### config.mk
export PLATFORM = sky130hd
export DESIGN_NAME = css_sysregs
export DESIGN_NICKNAME = d
export VERILOG_FILES = /design/src/include/css_pkg.sv /design/src/core/css_word_reg.sv /design/src/core/css_cycle_count.sv /design/src/core/css_sysregs.sv
export VERILOG_INCLUDE_DIRS = /design/src /design/src/include
export SDC_FILE = /design/constraint.sdc
export NUM_CORES = 1
export LEC_CHECK = 0
export BUFFER_PORTS_ARGS = -buffer_cell sky130_fd_sc_hd__buf_4
export CAP_MARGIN = 30
export CORE_MARGIN = 2
export CORE_UTILIZATION = 51
export DETAILED_ROUTE_END_ITERATION = 8
export HOLD_SLACK_MARGIN = 0.12
export PLACE_DENSITY_LB_ADDON = 0.05
export SKIP_LAST_GASP = 1
export SYNTH_ARGS = -nofsm -noshare
export SYNTH_HDL_FRONTEND = slang
export SYNTH_SLANG_ARGS = --single-unit
### constraint.sdc
create_clock -name clk_sys -period 2.3 [get_ports clk_sys]
set_clock_uncertainty 0.15 [all_clocks]
set_input_delay 0.46 -clock clk_sys [delete_from_list [all_inputs] [get_ports clk_sys]]
set_output_delay 0.46 -clock clk_sys [all_outputs]
set_load 0.005 [all_outputs]
### src/include/css_defines.svh
/*
 * offsets, field positions, reset values and masks of the core status
 * word and the system register space.
 * assumes: included by bare name from the package file.
 */
`ifndef CSS_DEFINES_SVH
`define CSS_DEFINES_SVH

// ****************************************************************
// system register byte addresses (four times the register number)
// ****************************************************************
`define CSS_AW           10
`define CSS_ADDR_SR      10'h000
`define CSS_ADDR_EXCEPTION_VECTOR_BASE    10'h004
`define CSS_ADDR_CALL_TABLE_BASE    10'h008
`define CSS_ADDR_CTRL    10'h00c
`define CSS_ADDR_ECAUSE  10'h010
`define CSS_ADDR_DBG_RS  10'h030
`define CSS_ADDR_DBG_RA  10'h050
`define CSS_ADDR_CFG0    10'h100
`define CSS_ADDR_CFG1    10'h104
`define CSS_ADDR_COUNT   10'h108
`define CSS_ADDR_MATCH   10'h10c

// ****************************************************************
// status word bit positions
// ****************************************************************
`define CSS_B_SS   31
`define CSS_B_DM   27
`define CSS_B_D    26
`define CSS_B_M2   24
`define CSS_B_M0   22
`define CSS_B_EM   21
`define CSS_B_I0M  17
`define CSS_B_GM   16
`define CSS_B_T    14
`define CSS_B_L    5
`define CSS_B_Q    4
`define CSS_B_V    3
`define CSS_B_N    2
`define CSS_B_Z    1
`define CSS_B_C    0

// ****************************************************************
// reset values and write masks
// ****************************************************************
`define CSS_SR_RESET     32'h0061_0000
`define CSS_SR_SW_MASK   32'h083f_403f
`define CSS_SR_LOW_MASK  32'h0000_403f
`define CSS_CTRL_MASK    32'h0003_ffc0
`define CSS_CTRL_RESET   32'h0000_8400
`define CSS_B_NOCLR      17

// ****************************************************************
// execution mode encodings
// ****************************************************************
`define CSS_MODE_APP     3'h0
`define CSS_MODE_SUP     3'h1
`define CSS_MODE_IRQ_LEVEL_ZERO    3'h2
`define CSS_MODE_EXC     3'h6
`define CSS_MODE_NMI     3'h7

`endif

### src/include/css_pkg.sv
/*
 * types shared by the status and system register files.
 * assumes: css_defines.svh on the include path.
 */
`include "css_defines.svh"

package css_pkg;
    typedef logic [31:0]          css_word_t;
    typedef logic [`CSS_AW-1:0]   css_addr_t;
    typedef logic [2:0]           css_mode_t;
endpackage : css_pkg

### src/core/css_word_reg.sv
/*
 * one 32-bit system register with a software write port and a
 * hardware load port; a hardware load wins over a software write.
 * assumes: both strobes come from logic on clk_sys.
 */
`timescale 1ns/1ps
`default_nettype none

module css_word_reg
    import css_pkg::*;
#(
    parameter css_word_t RESET_VALUE = 32'h0000_0000
) (
    input  wire logic      clk_sys,
    input  wire logic      arst_n,
    input  wire logic      sw_we,
    input  wire css_word_t sw_data,
    input  wire logic      hw_we,
    input  wire css_word_t hw_data,
    output css_word_t      value
);

    // hardware capture takes precedence over software
    always_ff @(posedge clk_sys or negedge arst_n) begin
        if (!arst_n) begin
            value <= RESET_VALUE;
        end else if (hw_we) begin
            value <= hw_data;
        end else if (sw_we) begin
            value <= sw_data;
        end
    end

endmodule : css_word_reg

`default_nettype wire

### src/core/css_cycle_count.sv
/*
 * free running cycle counter with a match value; on a match the
 * counter is cleared unless the no-clear control bit is set.
 * assumes: write strobes come from logic on clk_sys.
 */
`timescale 1ns/1ps
`default_nettype none

module css_cycle_count
    import css_pkg::*;
(
    input  wire logic      clk_sys,
    input  wire logic      arst_n,
    input  wire logic      count_we,
    input  wire logic      match_we,
    input  wire css_word_t wdata,
    input  wire logic      no_clear,
    output css_word_t      count,
    output css_word_t      match_value,
    output logic           match_hit
);

    // a zero match value means disabled, so reset state never fires
    wire hit = (count == match_value) && (match_value != 32'h0000_0000);

    // counter: software load beats the match clear
    always_ff @(posedge clk_sys or negedge arst_n) begin
        if (!arst_n) begin
            count <= 32'h0000_0000;
        end else if (count_we) begin
            count <= wdata;
        end else if (hit && !no_clear) begin
            count <= 32'h0000_0000;
        end else begin
            count <= count + 32'h0000_0001;
        end
    end

    // match value and a one cycle hit pulse
    always_ff @(posedge clk_sys or negedge arst_n) begin
        if (!arst_n) begin
            match_value <= 32'h0000_0000;
            match_hit   <= 1'b0;
        end else begin
            match_hit <= hit;
            if (match_we) begin
                match_value <= wdata;
            end
        end
    end

endmodule : css_cycle_count

`default_nettype wire

### src/core/css_sysregs.sv
/*
 * status word and system register space of the processor core:
 * mode, masks and flags, driven by pipeline events and by the
 * privileged move-to / move-from system register port.
 * assumes: every input comes from core logic on clk_sys; event
 * strobes are one-cycle pulses; at most one of the entry/return
 * events is raised per cycle (priority below resolves collisions).
 */
// How it works
// - debug entry block set means debug requests are ignored; software rw.
// - debug-active bit set only by debug entry, cleared by retd.
// - three mode bits encode nmi, exception, irq levels, supervisor, app.
// - reset puts the mode field to supervisor.
// - mode follows interrupt, exception, scall, rets, rete; writes ignored.
// - exception block set at reset, exception and debug entry; sw clears.
// - level 3 enabled when its block and global block clear.
// - level 2 block set on level 3 or 2 entry; cleared at reset.
// - level 1 block set on level 3, 2 or 1 entry; cleared at reset.
// - level 0 block set on any interrupt entry; cleared at reset.
// - global block overrides all levels; set reset/exc/debug/java trap.
// - scratch flag changed by software writes, flag ops and status restores; cleared at reset.
// - lock flag cleared by rete and at reset.
// - saturation flag sticky until software clears it.
// - alu results update overflow, negative, zero and carry flags.
// - registers reached only via the privileged system register port.
// - byte address is four times the register number.
// - debug return status at 48 and debug return address at 80.
// - upper status half accessible only from a privileged mode.
// - secure-state bit reads zero unless secure state is implemented.
`timescale 1ns/1ps
`default_nettype none

module css_sysregs
    import css_pkg::*;
#(
    parameter logic      SECURE_IMPL = 1'b0,
    parameter css_word_t CFG0_VALUE  = 32'h0000_0000, // arbitrary
    parameter css_word_t CFG1_VALUE  = 32'h0000_0000  // arbitrary
) (
    input  wire logic      clk_sys,
    input  wire logic      arst_n,
    // system register port (move-to / move-from)
    input  wire logic      sysreg_rd,
    input  wire logic      sysreg_wr,
    input  wire css_addr_t sysreg_addr,
    input  wire css_word_t sysreg_wdata,
    output css_word_t      sysreg_rdata,
    output logic           sysreg_rvalid,
    // pipeline events
    input  wire logic      irq_start,
    input  wire logic [1:0] irq_level,
    input  wire logic      exc_start,
    input  wire css_word_t exc_code,
    input  wire logic      nmi_start,
    input  wire logic      dbg_req,
    input  wire logic      bkpt_exec,
    input  wire logic      retd_exec,
    input  wire logic      scall_exec,
    input  wire logic      rets_exec,
    input  wire logic      rete_exec,
    input  wire css_word_t ret_status,
    input  wire css_word_t pc_value,
    input  wire logic      java_trap,
    input  wire logic      java_return,
    input  wire logic      secure_state,
    // flag updates
    input  wire logic      alu_flag_we,
    input  wire logic      alu_v,
    input  wire logic      alu_n,
    input  wire logic      alu_z,
    input  wire logic      alu_c,
    input  wire logic      sat_ovf,
    input  wire logic      flag_set,
    input  wire logic      flag_clr,
    input  wire logic [4:0] flag_idx,
    // state toward the core
    output css_word_t      status_word,
    output logic [3:0]     irq_enable,
    output logic           exc_enable,
    output logic           debug_entered,
    output css_word_t      core_control,
    output logic           count_match
);

    // ************************************************************
    // address decode
    // ************************************************************
    css_word_t sr;
    css_word_t next_sr;
    css_word_t exception_vector_base_q;
    css_word_t call_table_base_q;
    css_word_t ecause_q;
    css_word_t dbg_rs_q;
    css_word_t dbg_ra_q;
    css_word_t count_q;
    css_word_t match_q;
    css_word_t ctrl_q;
    logic      hit_q;

    // privilege is anything but application mode
    wire css_mode_t mode_now = sr[`CSS_B_M2:`CSS_B_M0];
    wire priv = (mode_now != `CSS_MODE_APP);

    wire sel_sr     = (sysreg_addr == `CSS_ADDR_SR);
    wire sel_exception_vector_base   = (sysreg_addr == `CSS_ADDR_EXCEPTION_VECTOR_BASE);
    wire sel_call_table_base   = (sysreg_addr == `CSS_ADDR_CALL_TABLE_BASE);
    wire sel_ctrl   = (sysreg_addr == `CSS_ADDR_CTRL);
    wire sel_ecause = (sysreg_addr == `CSS_ADDR_ECAUSE);
    wire sel_dbg_rs = (sysreg_addr == `CSS_ADDR_DBG_RS);
    wire sel_dbg_ra = (sysreg_addr == `CSS_ADDR_DBG_RA);
    wire sel_cfg0   = (sysreg_addr == `CSS_ADDR_CFG0);
    wire sel_cfg1   = (sysreg_addr == `CSS_ADDR_CFG1);
    wire sel_count  = (sysreg_addr == `CSS_ADDR_COUNT);
    wire sel_match  = (sysreg_addr == `CSS_ADDR_MATCH);

    // only the status word is open to application code, low half only
    wire wr_priv = sysreg_wr && priv;
    wire wr_sr   = sysreg_wr && sel_sr;
    wire css_word_t sr_wmask = priv ? `CSS_SR_SW_MASK
                                    : `CSS_SR_LOW_MASK;

    // ************************************************************
    // read data selection
    // ************************************************************
    // secure bit only exists when the option is built in
    wire ss_bit = SECURE_IMPL & secure_state;
    wire css_word_t sr_view = {ss_bit, sr[30:0]};
    wire css_word_t sr_read = priv ? sr_view
                                   : {16'h0000, sr_view[15:0]};

    // unmapped and unused numbers fall through to zero
    wire css_word_t rd_mux =
        sel_sr     ? sr_read :
        !priv      ? 32'h0000_0000 :
        sel_exception_vector_base   ? exception_vector_base_q :
        sel_call_table_base   ? call_table_base_q :
        sel_ctrl   ? ctrl_q :
        sel_ecause ? ecause_q :
        sel_dbg_rs ? dbg_rs_q :
        sel_dbg_ra ? dbg_ra_q :
        sel_cfg0   ? CFG0_VALUE :
        sel_cfg1   ? CFG1_VALUE :
        sel_count  ? count_q :
        sel_match  ? match_q :
                     32'h0000_0000;

    // ************************************************************
    // event qualification
    // ************************************************************
    // a masked or already active debug state refuses entry
    wire dbg_try  = dbg_req || bkpt_exec;
    wire dbg_take = dbg_try && !sr[`CSS_B_DM] && !sr[`CSS_B_D];

    // single-bit flag op: only software-writable bits are touched
    wire css_word_t flag_bit = 32'h0000_0001 << flag_idx;
    wire css_word_t flag_sel = flag_bit & sr_wmask;

    // per-level block pattern for an interrupt entry at irq_level
    wire [3:0] lvl_set = {irq_level == 2'h3,
                          irq_level >= 2'h2,
                          irq_level >= 2'h1,
                          1'b1};

    // ************************************************************
    // next status word
    // ************************************************************
    // software first, then alu flags, then hardware events on top,
    // so that a hardware set always beats a same-cycle clear
    always_comb begin
        next_sr = sr;
        if (wr_sr) begin
            next_sr = (sr & ~sr_wmask)
                    | (sysreg_wdata & sr_wmask);
        end
        if (flag_set) begin
            next_sr = next_sr | flag_sel;
        end
        if (flag_clr) begin
            next_sr = next_sr & ~flag_sel;
        end
        if (alu_flag_we) begin
            next_sr[`CSS_B_V] = alu_v;
            next_sr[`CSS_B_N] = alu_n;
            next_sr[`CSS_B_Z] = alu_z;
            next_sr[`CSS_B_C] = alu_c;
        end
        if (sat_ovf) begin
            next_sr[`CSS_B_Q] = 1'b1;
        end
        if (java_return) begin
            next_sr[`CSS_B_GM] = 1'b0;
        end
        if (java_trap) begin
            next_sr[`CSS_B_GM] = 1'b1;
        end
        // mode transfers, highest priority last
        if (scall_exec) begin
            next_sr[`CSS_B_M2:`CSS_B_M0] = `CSS_MODE_SUP;
        end
        if (rets_exec || rete_exec) begin
            // restored word may not touch the debug-active or secure bit
            next_sr = {1'b0, ret_status[30:27], sr[`CSS_B_D],
                       ret_status[25:0]};
        end
        if (rete_exec) begin
            next_sr[`CSS_B_L] = 1'b0;
        end
        if (irq_start) begin
            next_sr[`CSS_B_M2:`CSS_B_M0] =
                `CSS_MODE_IRQ_LEVEL_ZERO + {1'b0, irq_level};
            next_sr[`CSS_B_I0M+3:`CSS_B_I0M] =
                next_sr[`CSS_B_I0M+3:`CSS_B_I0M] | lvl_set;
        end
        if (exc_start) begin
            next_sr[`CSS_B_M2:`CSS_B_M0] = `CSS_MODE_EXC;
            next_sr[`CSS_B_EM] = 1'b1;
            next_sr[`CSS_B_GM] = 1'b1;
        end
        if (nmi_start) begin
            next_sr[`CSS_B_M2:`CSS_B_M0] = `CSS_MODE_NMI;
        end
        if (retd_exec && sr[`CSS_B_D]) begin
            next_sr = {1'b0, dbg_rs_q[30:27], 1'b0,
                       dbg_rs_q[25:0]};
        end
        if (dbg_take) begin
            next_sr[`CSS_B_D]  = 1'b1;
            next_sr[`CSS_B_EM] = 1'b1;
            next_sr[`CSS_B_GM] = 1'b1;
        end
        next_sr[`CSS_B_SS] = 1'b0;
        next_sr[30:28]     = 3'h0;
        next_sr[25]        = 1'b0;
        next_sr[15]        = 1'b0;
        next_sr[13:6]      = 8'h00;
    end

    // ************************************************************
    // status word register and derived enables
    // ************************************************************
    // enables come from next_sr so they line up with status_word
    always_ff @(posedge clk_sys or negedge arst_n) begin
        if (!arst_n) begin
            sr         <= `CSS_SR_RESET;
            irq_enable <= 4'h0;
            exc_enable <= 1'b0;
        end else begin
            sr         <= next_sr;
            irq_enable <= ~next_sr[`CSS_B_I0M+3:`CSS_B_I0M]
                        & {4{~next_sr[`CSS_B_GM]}};
            exc_enable <= ~next_sr[`CSS_B_EM];
        end
    end

    // status word as seen by the core, secure bit folded in
    always_ff @(posedge clk_sys or negedge arst_n) begin
        if (!arst_n) begin
            status_word <= `CSS_SR_RESET;
        end else begin
            status_word <= {SECURE_IMPL & secure_state,
                            next_sr[30:0]};
        end
    end

    // ************************************************************
    // read port and event pulses
    // ************************************************************
    // reads answer one cycle later; no wait states, no fault
    always_ff @(posedge clk_sys or negedge arst_n) begin
        if (!arst_n) begin
            sysreg_rdata  <= 32'h0000_0000;
            sysreg_rvalid <= 1'b0;
            debug_entered <= 1'b0;
            count_match   <= 1'b0;
        end else begin
            sysreg_rvalid <= sysreg_rd;
            if (sysreg_rd) begin
                sysreg_rdata <= rd_mux;
            end
            debug_entered <= dbg_take;
            count_match   <= hit_q;
        end
    end

    // ************************************************************
    // control register
    // ************************************************************
    // unused bits stay zero whatever is written
    always_ff @(posedge clk_sys or negedge arst_n) begin
        if (!arst_n) begin
            ctrl_q <= `CSS_CTRL_RESET;
        end else if (wr_priv && sel_ctrl) begin
            ctrl_q <= sysreg_wdata & `CSS_CTRL_MASK;
        end
    end

    // registered copy toward the core
    always_ff @(posedge clk_sys or negedge arst_n) begin
        if (!arst_n) begin
            core_control <= `CSS_CTRL_RESET;
        end else begin
            core_control <= ctrl_q;
        end
    end

    // ************************************************************
    // plain word registers
    // ************************************************************
    css_word_reg u_exception_vector_base (
        .clk_sys (clk_sys),
        .arst_n  (arst_n),
        .sw_we   (wr_priv && sel_exception_vector_base),
        .sw_data (sysreg_wdata),
        .hw_we   (1'b0),
        .hw_data (32'h0000_0000),
        .value   (exception_vector_base_q)
    );

    // call table must stay word aligned; low bits kept as written
    css_word_reg u_call_table_base (
        .clk_sys (clk_sys),
        .arst_n  (arst_n),
        .sw_we   (wr_priv && sel_call_table_base),
        .sw_data (sysreg_wdata),
        .hw_we   (1'b0),
        .hw_data (32'h0000_0000),
        .value   (call_table_base_q)
    );

    // cause is written by the exception entry only
    css_word_reg u_ecause (
        .clk_sys (clk_sys),
        .arst_n  (arst_n),
        .sw_we   (1'b0),
        .sw_data (32'h0000_0000),
        .hw_we   (exc_start),
        .hw_data (exc_code),
        .value   (ecause_q)
    );

    // debug entry snapshots the status word and the return pc
    css_word_reg u_dbg_rs (
        .clk_sys (clk_sys),
        .arst_n  (arst_n),
        .sw_we   (wr_priv && sel_dbg_rs),
        .sw_data (sysreg_wdata),
        .hw_we   (dbg_take),
        .hw_data (sr),
        .value   (dbg_rs_q)
    );

    css_word_reg u_dbg_ra (
        .clk_sys (clk_sys),
        .arst_n  (arst_n),
        .sw_we   (wr_priv && sel_dbg_ra),
        .sw_data (sysreg_wdata),
        .hw_we   (dbg_take),
        .hw_data (pc_value),
        .value   (dbg_ra_q)
    );

    // ************************************************************
    // cycle counter and match
    // ************************************************************
    css_cycle_count u_count (
        .clk_sys     (clk_sys),
        .arst_n      (arst_n),
        .count_we    (wr_priv && sel_count),
        .match_we    (wr_priv && sel_match),
        .wdata       (sysreg_wdata),
        .no_clear    (ctrl_q[`CSS_B_NOCLR]),
        .count       (count_q),
        .match_value (match_q),
        .match_hit   (hit_q)
    );

endmodule : css_sysregs

`default_nettype wire

==> flow_metrics.tcl, run 1 <==
set metrics [dict create \
    result_of_the_run "finished clean" \
    critical_path_peak_fanout 7 \
    post-synth-top-area-cell "sky130_fd_sc_hd__dfrtp_1" \
    max_slew.worst_pin.slew_ns 0.638 \
    yosysMostFrequentCell "sky130_fd_sc_hd__dfrtp_1" \
    critical_path_cell_with_the_highest_stage_delay "sky130_fd_sc_hd__dfrtp_1" \
    combPwrFrac 0.189 \
    syn_inst 1542 \
    drt.antenna.violating_nets 0 \
    avgViaCountPerCell 6.09 \
    cts_root_buf "sky130_fd_sc_hd__clkbuf_16" \
    fillers 2343 \
    detailedPlacementHpwl_mm 39.7 \
    rr_endpoint "u_count.count[24]$_DFF_PN0_" \
    finalCriticalPeriod_ns 2.21 \
    holdCritPathClass "input port to register" \
    relSlewSlack 0.574 \
    placed_area_um2 19100 \
    synth_flop_cell "sky130_fd_sc_hd__dfrtp_1" \
    core_region_area_um2 30700 \
    grt_max_degree 92 \
    power.density_cell_area_nw_per_um2 705 \
    power.static_leakage_nw 10.4 \
    path_clk_slew_ns 0.06 \
    finalCritPeriodShare 0.961 \
    yosysWarningCount 0 \
    initial_utilization 0.521 \
    worstHoldPathCells 3 \
    biggest_cell_delay_along_the_critical_path_ns 0.40 \
    layoutNonFillerInstCount 2394 \
    chipHeight_um 181 \
    ff_latch_area_um2 7690 \
    clkSinkCount 307 \
    postSynthRegisterBits 307 \
    hold_viol_final 0 \
    critical_path_class "register to register" \
    routed-via-count 14600 \
    ys_async_sr_fraction 1.00 \
    gr-usage-all-layers 0.340 \
    area.growth.synth_to_final_pct 34.0 \
    h-tree-depth 2 \
    ff2ff_setup_slack_ns 0.09 \
    globalplace.congestion 0.957 \
    nets 2140 \
    rsz0062_at_grt "true" \
    fp.dieArea_um2 32800 \
    yosysSeqAreaShare 0.480 \
    average_cell_area_after_synthesis_um2 10.4 \
    drt_first_iter_violations 1425 \
    max_cap_violations 0 \
    antenna_found_initial 1 \
    cp_num_buf_inv 1 \
    post_synth_most_frequent_cells "sky130_fd_sc_hd__dfrtp_1, sky130_fd_sc_hd__nand2_1, sky130_fd_sc_hd__mux2_2, sky130_fd_sc_hd__o21ai_0, sky130_fd_sc_hd__mux2i_1" \
    synth.top_cells.by_area "sky130_fd_sc_hd__dfrtp_1, sky130_fd_sc_hd__mux2_2, sky130_fd_sc_hd__mux2i_1" \
    reg2reg_depth 7 \
    routed_wire_length_per_instance_um 23.5 \
    report.final.setup_viol 0 \
    drt_pass1_iterations 5 \
    crit_arrival_ns 2.47 \
    worst_path_dominant_cell_family "simple AND/OR/NAND/NOR gates" \
    synth_edf_count 0 \
    drv_slew 0 \
    total_of_buffers_placed_on_input_and_output_ports 222 \
    post_synth_num_cell_types 68 \
    min-delay-start "nmi_start" \
    clock_path_buffers 3 \
    holdPathEnd "status_word[22]$_DFFE_PN1P_" \
    critical_path.reg2reg.startpoint "u_count.count[0]$_DFF_PN0_" \
    power.switching_mw 4.37 \
    pin_count 273 \
    ir_drop_mv 0.511 \
    timing.hold.ws_ns 0.139 \
    critical_path.cell_chain "ha_2 > and4_2 > nor4bb_4 > buf_6 > nand4_1 > xor2_1 > o31ai_1" \
    grt_first_pass_wirelength_mm 85.6 \
    critical_path_required_ns 2.56 \
    global_route.overflow_total 0 \
    numCtsBuffers 35 \
    clkLatencyLatePin_ns 0.53 \
    clock_power_share 0.370 \
    synthesis.area_um2 16000 \
    grt_pass1_vias 14300 \
    drt_drc_violations_left 0 \
    layout-drive-gt1-share 0.316 \
    area_of_the_multi_input_gates_um2 7750 \
    crit_path_start_kind "register" \
    clock.fmax_mhz 452 \
    share_of_power_burned_in_registers 0.441 \
    worstSetupEndpointType "register" \
    routed_wirelength_mm 56.3 \
    final_cell_area_um2 21500 \
    switching_fraction 0.288 \
    clock_tree_from_tritoncts "built" \
    synthDominantCellAreaShare 0.469 \
    internal-power_mw 10.8 \
    placementRows 64 \
    dieWidth_um 181 \
    place.detailed.instances 2214 \
]
what timing repair did:
| item | CTS | global route |
|---|---|---|
| setup buffers | 0 | 5 |
| hold buffers | 110 | 1 |
| cloned | 0 | 0 |
| endpoints found under the setup margin | 2 | 30 |
| hold endpoints to repair | 243 | 1 |
| pin swaps | 0 | 3 |
| gates resized for setup | 1 | 15 |
power groups by stage:
stage	Clock (mW)	Sequential, mW	Combinational [mW]
after global placement	0	6.74	2.58
final	5.61	6.67	2.86
after detailed placement	0	6.75	2.63
after floorplan	0	6.54	1.44
after CTS	5.68	6.66	2.81
after global routing	5.91	6.75	3.14
layout make-up:
type | instances | share of cell area
Multi-Input combinational cell | 1105 | 0.361
Sequential cell | 307 | 0.358
Timing Repair Buffer | 498 | 0.199
Clock buffer | 54 | 0.0498
Tap cell | 396 | 0.0231
Clock inverter | 10 | 0.00431
Inverter | 23 | 0.00402
Antenna cell | 1 | 0.000117
worst max path at each step:
stage,depth (start not counted),start,end
2_1_floorplan,7,sysreg_addr[1],sysreg_rdata[10]$_DFFE_PN0P_
3_3_place_gp,8,sysreg_addr[1],sysreg_rdata[12]$_DFFE_PN0P_
3_5_place_dp,6,sysreg_addr[1],sysreg_rdata[17]$_DFFE_PN0P_
4_1_cts,9,status_word[26]$_DFFE_PN0P_,irq_enable[1]$_DFF_PN0_
5_1_grt,7,u_count.count[0]$_DFF_PN0_,u_count.count[28]$_DFF_PN0_
6_report,7,u_count.count[0]$_DFF_PN0_,u_count.count[24]$_DFF_PN0_
cell families (layout without fill, tap and decap cells):
group / after synthesis / in the layout / synth area share
AOI/OAI and AO/OA: 361 / 361 / 0.147
xor gates and xnor gates: 62 / 62 / 0.0339
DFF: 307 / 307 / 0.480
and+or+nand+nor: 404 / 404 / 0.124
muxes: 243 / 243 / 0.165
buffers and inverters: 163 / 585 / 0.0494
other: 1 / 35 / 0.000234
adders and majority gates: 1 / 1 / 0.000781
sequential cells by signal, summed over array words and instances (netlist names):
name                           flops
u_exception_vector_base.value     32
sysreg_rvalid                      1
core_control                      12
u_count.count                     32
u_ecause.value                    32
sysreg_rdata                      32
u_count.match_hit                  1
u_dbg_rs.value                    32
debug_entered                      1
u_call_table_base.value           32
u_count.match_value               32
ctrl_q                            12
status_word                       18
irq_enable                         4
exc_enable                         1
count_match                        1
u_dbg_ra.value                    32
per-layer routing:
| layer | track usage | share of wire |
|---|---|---|
| met3 | 0.0544 | 0.080 |
| met4 | 0.133 | 0.040 |
| met2 | 0.531 | 0.46 |
| met5 | 0 | 0 |
| met1 | 0.477 | 0.42 |
placed cells by master (no fill, tap or decap), drive strengths merged, types with 47 or more instances in the layout:
cell type    Yosys  final
mux2           163    163
dfrtp          300    300
buf             62    388
nor2            47     47
o21ai          103    103
mux2i           80     80
dlygate4sd3      0    110
clkbuf          78     54
a21oi           72     72
nand2          182    182
tightest hold or removal path, stage by stage:
cell,delay (ns)
sky130_fd_sc_hd__buf_4,0.08
sky130_fd_sc_hd__nor3_1,0.05
sky130_fd_sc_hd__a211oi_1,0.16
stage by stage:
step | power, mW | util | setup TNS [ns] | setup WS, ns
floorplan | 7.98 | - | -2.62 | -0.0581
global placement | 9.31 | 0.621 | -32.32 | -0.355
detailed placement | 9.38 | 0.621 | -35.82 | -0.354
CTS | 15.1 | 0.694 | 0 | 0.0183
global route | 15.8 | 0.698 | -0.0162 | -0.0162
finish | 15.1 | 0.698 | 0 | 0.0887
Power figures use the tool's default switching activity.
==> run 2, diff against run 1 <==
CORE_UTILIZATION = 30   (was 51)
SETUP_SLACK_MARGIN = 0.15   (was default)
==> run 2 against run 1 <==
Net effect:
- sequential share of layout area shrank 1.7 points
- utilization decreased by 27 points
- hold slack improved by 0.040 ns
- via count down 2.3%
- clock-buffer cell count grew 8
- maximum frequency down 2.3%
- flip-flop and latch count unchanged
==> flow_metrics.tcl, run 2 (synthesized netlist as in run 1, its figures left out) <==
set metrics [dict create \
    layout_commonest_cell "sky130_fd_sc_hd__buf_4" \
    pin_count 273 \
    max_slew.worst_pin.slew_ns 0.607 \
    finalCriticalPeriod_ns 2.26 \
    chipHeight_um 235 \
    critical_path_class "register to register" \
    cts_root_buf "sky130_fd_sc_hd__clkbuf_16" \
    critical_path_required_ns 2.59 \
    gr-usage-all-layers 0.239 \
    hold_viol_final 0 \
    power.density_cell_area_nw_per_um2 731 \
    final_util 0.428 \
    clock_path_buffers 3 \
    grt_first_pass_wirelength_mm 99.1 \
    detailedPlacementHpwl_mm 49.6 \
    report.final.setup_viol 0 \
    routed_wire_length_per_instance_um 24.6 \
    h-tree-depth 2 \
    clkSinkCount 307 \
    power.static_leakage_nw 10.7 \
    grt_pass1_vias 14900 \
    dieWidth_um 235 \
    drt_drc_violations_left 0 \
    placementRows 84 \
    holdCritPathClass "input port to register" \
    max_cap_violations 0 \
    setup-tns-final_ns 0 \
    fp.dieArea_um2 55300 \
    result_of_the_run "finished clean" \
    crit_path_start_kind "register" \
    power.total_mw 16.5 \
    routed_wirelength_mm 67.1 \
    clock_tree_from_tritoncts "built" \
    drv_slew 0 \
    clock.fmax_mhz 442 \
    worstSetupEndpointType "register" \
    antenna_found_initial 4 \
    placed_area_um2 19800 \
    drt_first_iter_violations 1058 \
    nets 2181 \
    fillers 5157 \
    globalplace.congestion 0.883 \
    initial_utilization 0.304 \
    critical_path_peak_fanout 8 \
    global_route.overflow_total 0 \
    final_cell_area_um2 22500 \
    total_of_buffers_placed_on_input_and_output_ports 222 \
    rsz0062_at_grt "true" \
    relSlewSlack 0.595 \
    drt_pass1_iterations 8 \
    most_frequent_cells_in_the_layout "sky130_fd_sc_hd__buf_4, sky130_fd_sc_hd__dfrtp_1, sky130_fd_sc_hd__nand2_1" \
    area.growth.synth_to_final_pct 40.7 \
    core_region_area_um2 52700 \
    layout-drive-gt1-share 0.341 \
    routed-via-count 14300 \
    finalCritPeriodShare 0.984 \
    grt_max_degree 65 \
    antennaDiodeCount 0 \
    path_clk_slew_ns 0.06 \
    drt.antenna.violating_nets 0 \
    place.detailed.instances 2531 \
    numCtsBuffers 40 \
    layoutNonFillerInstCount 2728 \
    final_critical_path_setup_slack_ns 0.0368 \
    timing.hold.ws_ns 0.179 \
    ir_drop_mv 0.502 \
    crit_arrival_ns 2.55 \
    dp_slack_ns -0.311 \
    avgViaCountPerCell 5.22 \
    clkLatencyLatePin_ns 0.57 \
]
## run 2: cell count changes in the layout (fill, tap and decap cells not counted), sizes merged
cell	change
clkbuf	+9
buf	+31
bufinv	+3
inv	+1
clkinv	-5
diode	-1
dlygate4sd3	+4
## run 2: repair_timing
| action | CTS | global route |
|---|---|---|
| pin swaps | 0 | 1 |
| setup buffers | 1 | 9 |
| endpoints found under the hold margin | 519 | 0 |
| hold buffers | 114 | 0 |
| gates resized for setup | 12 | 34 |
| setup endpoints to repair | 36 | 63 |
| gates cloned | 0 | 2 |
## run 2: area by class of cell
| cell class | instances | area (µm²) | share of cell area |
|---|---|---|---|
| Tap cell | 688 | 861 | 0.0382 |
| Clock inverter | 9 | 155 | 0.00689 |
| Inverter | 23 | 86.3 | 0.00383 |
| Timing Repair Buffer | 534 | 4630 | 0.205 |
| Sequential cell | 307 | 7700 | 0.342 |
| Clock buffer | 62 | 1160 | 0.0517 |
| Multi-Input combinational cell | 1105 | 7940 | 0.352 |
## run 2: power by group
| group | switching, mW | internal (mW) |
|---|---|---|
| Combinational | 1.68 | 1.55 |
| Sequential | 0.669 | 6.08 |
| Clock | 2.55 | 3.93 |
| Total | 4.90 | 11.6 |
## run 2: final timing paths
kind                                                         start                                   to  slack [ns]  cells past startpoint
worst max-delay path            u_count.match_value[4]$_DFFE_PN0P_           u_count.count[3]$_DFF_PN0_        0.04                      7
worst min-delay path                                       dbg_req          status_word[26]$_DFFE_PN0P_        0.18                      4
worst max register to register  u_count.match_value[4]$_DFFE_PN0P_           u_count.count[3]$_DFF_PN0_        0.04                      7
worst min register to register         u_count.match_hit$_DFF_PN0_                count_match$_DFF_PN0_        0.20                      0
max in group asynchronous                                   arst_n            status_word[16]$_DFF_PN1_        1.02                      3
min in group asynchronous                                   arst_n  u_count.match_value[23]$_DFFE_PN0P_        0.23                      2
## run 2: routing by layer
metal  vias to the layer above  track usage  wire (µm)
met5                         -            0          0
met4                         0       0.0669       1820
met3                        91       0.0417       3580
met2                       414        0.372      30300
met1                      7216        0.340      31400
li1                       6530            -          -
## run 2: critical path: stages (launching register included)
cell and delay [ns]:
sky130_fd_sc_hd__dfrtp_1 0.45, sky130_fd_sc_hd__xor2_2 0.19, sky130_fd_sc_hd__nor4_2 0.32, sky130_fd_sc_hd__nand4_1 0.23
sky130_fd_sc_hd__nor4_4 0.36, sky130_fd_sc_hd__buf_4 0.20, sky130_fd_sc_hd__buf_6 0.15, sky130_fd_sc_hd__o31ai_1 0.08
